[src/rtl/fpp_defs.svh]
`ifndef FPP_DEFS_SVH
`define FPP_DEFS_SVH
`define FPP_PC_W        11
`define FPP_IW_W        16
`define FPP_PC_RESET    11'h000
`define FPP_PH1         2'h0
`define FPP_PH4         2'h3
`define FPP_PCL_ADDR    8'h02
`define FPP_NOP_WORD    16'h0000
`define FPP_OP_JMP      4'h1
`define FPP_OP_CALL     4'h2
`define FPP_OP_RET      4'h3
`define FPP_OP_ALU      4'h4
`define FPP_OP_ALUM     4'h5
`define FPP_OP_SZ       4'h6
`define FPP_OP_SNZ      4'h7
`define FPP_OP_LDI      4'h8
`define FPP_OP_ST       4'h9
`define FPP_OP_LDM      4'ha
`define FPP_OP_LDIND    4'hb
`define FPP_OP_STIND    4'hc
`define FPP_OP_SETMP    4'hd
`define FPP_STACK_D     4
`endif

[src/rtl/fpp_pkg.sv]
package fpp_pkg;
  typedef enum logic [1:0] {PH_T1, PH_T2, PH_T3, PH_T4} fpp_phase_t;
  typedef enum logic [2:0] {AO_ADD, AO_SUB, AO_AND, AO_OR, AO_XOR, AO_RR, AO_INC, AO_DEC} fpp_aluop_t;
  typedef struct packed {
    logic       rd;
    logic       wr;
    logic [7:0] addr;
    logic [7:0] wdata;
  } fpp_dmem_req_t;
  typedef struct packed {
    logic [7:0] res;
    logic       zero;
    logic       carry;
  } fpp_alu_res_t;
endpackage

[src/rtl/fpp_core.sv]
`timescale 1ns/1ns
`include "fpp_defs.svh"
// Summary of operation
// - system clock split into four sequential non-overlapping phase clocks
// - one pass through four phases is one instruction cycle
// - fetch happens in first phase, pc advances at end of that phase
// - decode and execute occupy phases two, three and four
// - next fetch overlaps current execute, one instruction per cycle
// - pc-altering instructions take one extra cycle, two in total
// - branch: first cycle gets target, second cycle performs branch
// - an 8-bit alu handles nearly all operations
// - operands and results move through accumulator and alu only
// - pc low byte mapped in data memory as a store target, direct and indirect access
// - met skip condition discards prefetched word, dummy cycle follows
// - store (direct or indirect) to pc low byte jumps inside 256 page, one dummy cycle
module fpp_core
  import fpp_pkg::*;
(
  input  wire logic                  sys_clk_i,
  input  wire logic                  sys_rst_i,
  input  wire logic [`FPP_IW_W-1:0]  imem_data_i,
  input  wire logic [7:0]            dmem_rdata_i,
  output logic      [`FPP_PC_W-1:0]  imem_addr_o,
  output logic                       imem_rd_o,
  output fpp_dmem_req_t              dmem_o,
  output logic      [3:0]            phase_clocks_o,
  output logic                       instr_cycle_o,
  output logic                       dummy_cycle_o,
  output logic      [7:0]            acc_o
);
  fpp_phase_t              phase_q;
  logic [`FPP_PC_W-1:0]    pc_q;
  logic [`FPP_IW_W-1:0]    ir_q;
  logic                    ir_valid_q;
  logic [`FPP_IW_W-1:0]    exec_q;
  logic                    exec_valid_q;
  logic [7:0]              acc_q;
  logic [7:0]              mp_q;
  logic [7:0]              mem_q;
  logic                    flush_q;
  logic                    flush_d;
  logic                    load_pc;
  logic [`FPP_PC_W-1:0]    tgt;
  logic [`FPP_PC_W-1:0]    stack_q [`FPP_STACK_D];
  logic [1:0]              sp_q;
  fpp_alu_res_t            alu;
  fpp_aluop_t              aop;
  logic [3:0]              opc;
  logic [7:0]              arg;
  logic                    is_ind;
  logic [7:0]              eff_addr;

  function automatic logic is_branch(input logic [3:0] o);
    is_branch = (o == `FPP_OP_JMP) || (o == `FPP_OP_CALL) || (o == `FPP_OP_RET);
  endfunction

  assign opc      = exec_q[15:12];
  assign arg      = exec_q[7:0];
  assign aop      = fpp_aluop_t'(exec_q[10:8]);
  assign is_ind   = (opc == `FPP_OP_LDIND) || (opc == `FPP_OP_STIND);
  // indirect through pointer, direct through operand field
  assign eff_addr = is_ind ? mp_q : arg;

  // phase sequencer
  always_ff @(posedge sys_clk_i)
  begin
    if (sys_rst_i)
      phase_q <= PH_T1;
    else
      phase_q <= fpp_phase_t'(phase_q + 2'h1);
  end

  always_comb
  begin
    phase_clocks_o = 4'h0;
    phase_clocks_o[phase_q] = 1'b1;
  end

  assign instr_cycle_o = (phase_q == PH_T4);

  fpp_alu u_alu
  (
    .a_i   (acc_q),
    .b_i   (opc == `FPP_OP_LDI ? arg : mem_q),
    .op_i  (aop),
    .res_o (alu)
  );

  // redirect decision, valid at T4
  always_comb
  begin
    load_pc = 1'b0;
    tgt     = pc_q;
    flush_d = 1'b0;
    if (exec_valid_q)
    begin
      case (opc)
        `FPP_OP_JMP, `FPP_OP_CALL:
        begin
          load_pc = 1'b1;
          tgt     = exec_q[`FPP_PC_W-1:0];
        end
        `FPP_OP_RET:
        begin
          load_pc = 1'b1;
          tgt     = stack_q[sp_q - 2'h1];
        end
        `FPP_OP_SZ:  flush_d = alu.zero;
        `FPP_OP_SNZ: flush_d = !alu.zero;
        `FPP_OP_ST, `FPP_OP_STIND:
          if (eff_addr == `FPP_PCL_ADDR)
          begin
            load_pc = 1'b1;
            tgt     = {pc_q[`FPP_PC_W-1:8], acc_q};
          end
        default: load_pc = 1'b0;
      endcase
    end
  end

  // fetch in T1 at advanced pc; branch target loaded at T4
  always_ff @(posedge sys_clk_i)
  begin
    if (sys_rst_i)
      pc_q <= `FPP_PC_RESET;
    else if (phase_q == PH_T4 && load_pc)
      pc_q <= tgt;
    else if (phase_q == PH_T1)
      pc_q <= pc_q + 11'h001;
  end

  assign imem_addr_o = pc_q;
  assign imem_rd_o   = (phase_q == PH_T1);

  // prefetch register, loaded in T1 while current word executes
  always_ff @(posedge sys_clk_i)
  begin
    if (sys_rst_i)
    begin
      ir_q       <= `FPP_NOP_WORD;
      ir_valid_q <= 1'b0;
    end
    else if (phase_q == PH_T1)
    begin
      ir_q       <= imem_data_i;
      ir_valid_q <= 1'b1;
    end
    else if (phase_q == PH_T4 && (load_pc || flush_d))
      ir_valid_q <= 1'b0;
  end

  // execute slot; a branch spends its second cycle as a dummy
  always_ff @(posedge sys_clk_i)
  begin
    if (sys_rst_i)
    begin
      exec_q       <= `FPP_NOP_WORD;
      exec_valid_q <= 1'b0;
      flush_q      <= 1'b0;
    end
    else if (phase_q == PH_T4)
    begin
      exec_q       <= (ir_valid_q && !load_pc && !flush_d) ? ir_q : `FPP_NOP_WORD;
      exec_valid_q <= ir_valid_q && !load_pc && !flush_d;
      flush_q      <= load_pc || flush_d;
    end
  end

  assign dummy_cycle_o = flush_q;

  // data memory read in T2, operand captured in T3
  always_comb
  begin
    dmem_o       = '0;
    dmem_o.addr  = eff_addr;
    dmem_o.wdata = (opc == `FPP_OP_ALUM) ? alu.res : acc_q;
    if (exec_valid_q)
    begin
      dmem_o.rd = (phase_q == PH_T2);
      dmem_o.wr = (phase_q == PH_T4) && ((opc == `FPP_OP_ST) || (opc == `FPP_OP_STIND) || (opc == `FPP_OP_ALUM));
    end
  end

  always_ff @(posedge sys_clk_i)
  begin
    if (sys_rst_i)
      mem_q <= 8'h00;
    else if (phase_q == PH_T3)
      mem_q <= dmem_rdata_i;
  end

  // accumulator written in T4 only from the alu, memory or the immediate operand
  always_ff @(posedge sys_clk_i)
  begin
    if (sys_rst_i)
      acc_q <= 8'h00;
    else if (phase_q == PH_T4 && exec_valid_q)
    begin
      case (opc)
        `FPP_OP_ALU, `FPP_OP_LDI: acc_q <= (opc == `FPP_OP_LDI) ? arg : alu.res;
        `FPP_OP_LDM, `FPP_OP_LDIND: acc_q <= mem_q;
        default: acc_q <= acc_q;
      endcase
    end
  end

  assign acc_o = acc_q;

  always_ff @(posedge sys_clk_i)
  begin
    if (sys_rst_i)
      mp_q <= 8'h00;
    else if (phase_q == PH_T4 && exec_valid_q && opc == `FPP_OP_SETMP)
      mp_q <= arg;
  end

  // return stack
  always_ff @(posedge sys_clk_i)
  begin
    if (sys_rst_i)
      sp_q <= 2'h0;
    else if (phase_q == PH_T4 && exec_valid_q && opc == `FPP_OP_CALL)
    begin
      // pc already points past the discarded prefetch, return to that word
      stack_q[sp_q] <= pc_q - 11'h001;
      sp_q          <= sp_q + 2'h1;
    end
    else if (phase_q == PH_T4 && exec_valid_q && opc == `FPP_OP_RET)
      sp_q <= sp_q - 2'h1;
  end
endmodule

[src/rtl/fpp_alu.sv]
`timescale 1ns/1ns
`include "fpp_defs.svh"
module fpp_alu
  import fpp_pkg::*;
(
  input  wire logic [7:0] a_i,
  input  wire logic [7:0] b_i,
  input  wire fpp_aluop_t op_i,
  output fpp_alu_res_t    res_o
);
  logic [8:0] sum;

  always_comb
  begin
    sum = 9'h000;
    case (op_i)
      AO_ADD:  sum = {1'b0, a_i} + {1'b0, b_i};
      AO_SUB:  sum = {1'b0, a_i} - {1'b0, b_i};
      AO_AND:  sum = {1'b0, a_i & b_i};
      AO_OR:   sum = {1'b0, a_i | b_i};
      AO_XOR:  sum = {1'b0, a_i ^ b_i};
      AO_RR:   sum = {a_i[0], a_i[0], a_i[7:1]};
      AO_INC:  sum = {1'b0, b_i} + 9'h001;
      AO_DEC:  sum = {1'b0, b_i} - 9'h001;
      default: sum = 9'h000;
    endcase
  end

  // 8-bit path for arithmetic, logic, rotate, inc/dec and skip tests
  assign res_o.res   = sum[7:0];
  assign res_o.zero  = (sum[7:0] == 8'h00);
  assign res_o.carry = sum[8];
endmodule

[config.mk]
export PLATFORM = sky130hd
export DESIGN_NAME = fpp_core
export DESIGN_NICKNAME = d
export VERILOG_FILES = /design/src/rtl/fpp_pkg.sv /design/src/rtl/fpp_core.sv /design/src/rtl/fpp_alu.sv
export VERILOG_INCLUDE_DIRS = /design/src /design/src/rtl
export SDC_FILE = /design/constraint.sdc
export NUM_CORES = 1
export LEC_CHECK = 0
export BUFFER_PORTS_ARGS = -buffer_cell sky130_fd_sc_hd__buf_4
export CORE_MARGIN = 2
export CORE_UTILIZATION = 50
export DETAILED_ROUTE_END_ITERATION = 10
export GPL_ROUTABILITY_DRIVEN = 0
export GPL_TIMING_DRIVEN = 0
export PLACE_DENSITY = 0.72
export REMOVE_ABC_BUFFERS = 1
export SYNTH_ARGS = -nofsm -noshare
export SYNTH_HDL_FRONTEND = slang
export SYNTH_SLANG_ARGS = --single-unit
[constraint.sdc]
create_clock -name sys_clk_i -period 9.8 [get_ports sys_clk_i]
set_clock_uncertainty 0.05 [all_clocks]
set_input_delay 0.49 -clock sys_clk_i [delete_from_list [all_inputs] [get_ports sys_clk_i]]
set_output_delay 0.49 -clock sys_clk_i [all_outputs]
set_load 0.03 [all_outputs]
==> metrics.txt <==
WS Path Type=reg2out; TritonCTS buffer count=17; Seq cells post-synth=116; FMAX=169 MHz; Final period util=0.605; vias in the first global route=6363; Vias/cell=6.25; status=finished, final reports clean; Fin Setup TNS=0 ps; sequential fraction of the synthesis area=0.374; number of cells on the critical path=14; first-pass GRT wire length=31.9 mm; CTS clk-pin slew, worst paths=50 ps; RR Endpoint=exec_q[14]; worst slack, placed=4320 ps; max incr delay on CP=910 ps; Slew Viols, Final=0; synthesis-to-finish area growth=14.7%; worst slew pin tran=1350 ps; synth warn=0; slowest CP cell=or4b_1; area leader, netlist=dfxtp_1; Hold WC Path Type=in2reg; Setup crit end kind=output pin; Main synth FF type=dfxtp_1; Routed wire per std cell=19.2 um; power density over cell area=158 mW/mm2; GR Util All Layers=0.252; Core Area=0.0145 mm2; final setup fails=0; max_cap viols=0; clk_lat worst skew=420 ps; antenna violations before repair=0; Vias=6360; RSZ-0062 raised after global routing=false; ratio of cells with drive above 1 in the final layout=0.202; post-DP HPWL=13.5 mm; Avg Cell Area, Syn=9.38 um2; cts hold-fix bufs=0; I/O Pins=70; ranking of synthesized cells by area=dfxtp_1 20%, edfxtp_1 18%, ha_1 5.2%; DRC violations left=0; IO Port Bufs=68; area share of the largest cell type after synthesis=0.195; Synth async-reset ratio=0; final worst slack=3870 ps; Post-layout nets=878; Final ANT Viol Nets=0; CP arrival=5390 ps; cts repair resizes=0; grt ovf=0; Fin. Hold Viols=0; Hold Crit Depth=3; synthesized cell area=0.00739 mm2; postcts setup bufs=0; CP startpoint kind=register; largest net degree at the start of global routing=60; top post-synthesis cells by count=89 x nor2_1, 72 x dfxtp_1, 66 x nand2_1; Top delay family on crit path=simple AND/OR/NAND/NOR gates; crit path cell chain=or4b_1 -> mux2i_4 -> inv_1 -> ha_1 -> inv_1 -> ha_1 -> or3b_2 -> nand2_1 -> o221ai_1 -> a311o_1 -> o211ai_1 -> o311ai_2 -> o21ai_0 -> buf_4; DRT Pass-1 Iters=6; worst r2r src=exec_q[15]; count leader, synth=nor2_1; Buf+Inv Stages, Crit Path=3; slew margin rel.=0.0976; P_leak=3.33 nW; DRT Wirelength=19.6 mm; CTS sink cnt=116; Clock Path Buffers=2; fillcell total=1209; count of different cell masters after synthesis=80; Initial Util=0.510; Worst EP required=9260 ps; R2R setup slack=4490 ps; Final min period=5930 ps; crit path max fanout=17; CP Capture Point=dmem_o[6]; worst vdd ir=0.164 mV; number of synthesized flops with an enable pin=44; Die Footprint=0.0158 mm2; hold_ws=269 ps; H-Tree Depth=4; height of the die=126 um; Worst Reg-to-Reg Cells=13; DRT iter0 DRCs=608; CTS tree=done; row cnt=44; Antenna diodes=0; Crit. Startpoint=exec_q[15]; die width=126 um; cells after synthesis=788; clk root buf=clkbuf_16
==> per-layer routing <==
layer | global-route usage | wire [um] | vias to the layer above
met4 | 0.103 | 377 | 0
met3 | 0.0441 | 1050 | 28
met1 | 0.319 | 8220 | 3117
met2 | 0.426 | 9910 | 240
li1 | - | - | 2975
met5 | 0 | 0 | -
==> power breakdown <==
group / internal (W) / switching, W
Clock: 0.000375 / 0.000229
Sequential: 0.000527 / 0.0000183
Combinational: 0.0000776 / 0.000116
Total: 0.000979 / 0.000363
==> worst reg2reg max path: stages (launching register included) <==
cell,delay [ps]
dfxtp_1,660
or4b_1,910
mux2i_2,420
inv_1,150
ha_1,360
or4b_2,700
nor2_1,110
o21ai_0,150
o311ai_4,190
or3_1,210
a32oi_4,150
o31ai_4,760
nand4_1,240
o21ai_2,180
==> sequential cells by signal, summed over array words and instances (netlist names) <==
| signal | flops |
|---|---|
| acc_o | 8 |
| dummy_cycle_o | 1 |
| exec_q | 15 |
| exec_valid_q | 1 |
| imem_addr_o | 11 |
| ir_q | 15 |
| ir_valid_q | 1 |
| mem_q | 8 |
| mp_q | 8 |
| phase_q | 2 |
| sp_q | 2 |
| stack_q | 44 |
==> cell type report <==
cell class | count | area (um2) | area share
Clock buffer | 17 | 425 | 0.0502
Clock inverter | 15 | 158 | 0.0186
Inverter | 34 | 128 | 0.0151
Multi-Input combinational cell | 582 | 4250 | 0.502
Sequential cell | 116 | 2760 | 0.326
Tap cell | 184 | 230 | 0.0272
Timing Repair Buffer | 69 | 518 | 0.0611
==> worst min path at each step <==
stage | from | endpoint | slack (ps)
CTS | imem_data_i[1] | ir_q[1] | 260
global route | dmem_rdata_i[2] | mem_q[2] | 260
detailed placement | phase_q[0] | phase_q[0] | 420
global placement | phase_q[0] | phase_q[0] | 390
floorplan | phase_q[0] | phase_q[0] | 380
finish | imem_data_i[10] | ir_q[10] | 270
==> per-stage QoR <==
step | utilization | power, W | instance area (um2) | instances
floorplan | - | 0.000688 | 7120 | 732
global placement | 0.543 | 0.000738 | 7870 | 984
detailed placement | 0.545 | 0.000745 | 7890 | 985
CTS | 0.585 | 0.00135 | 8480 | 1017
global route | 0.585 | 0.00139 | 8480 | 1017
finish | 0.585 | 0.00134 | 8480 | 1017
==> logic make-up (layout without fill, tap and decap cells) <==
logic type	after synthesis	count (layout)	synth area share
buffers and inverters	90	135	0.0533
DFF	116	116	0.374
adders and majority gates	33	33	0.0567
muxes	68	68	0.119
xor gates and xnor gates	30	30	0.0366
AOI/OAI and AO/OA	193	193	0.192
and+or+nand+nor	258	258	0.169
==> placed cells by master, fill, tap and decap left out, types with 22 or more instances in the layout <==
cell	n
edfxtp_1	44
nand4_1	22
o21ai_0	40
nor2_1	89
mux2i_1	37
dfxtp_1	72
a21oi_1	32
ha_1	31
inv_1	31
buf_4	69
nand2_1	66
Power figures use the tool's default switching activity.
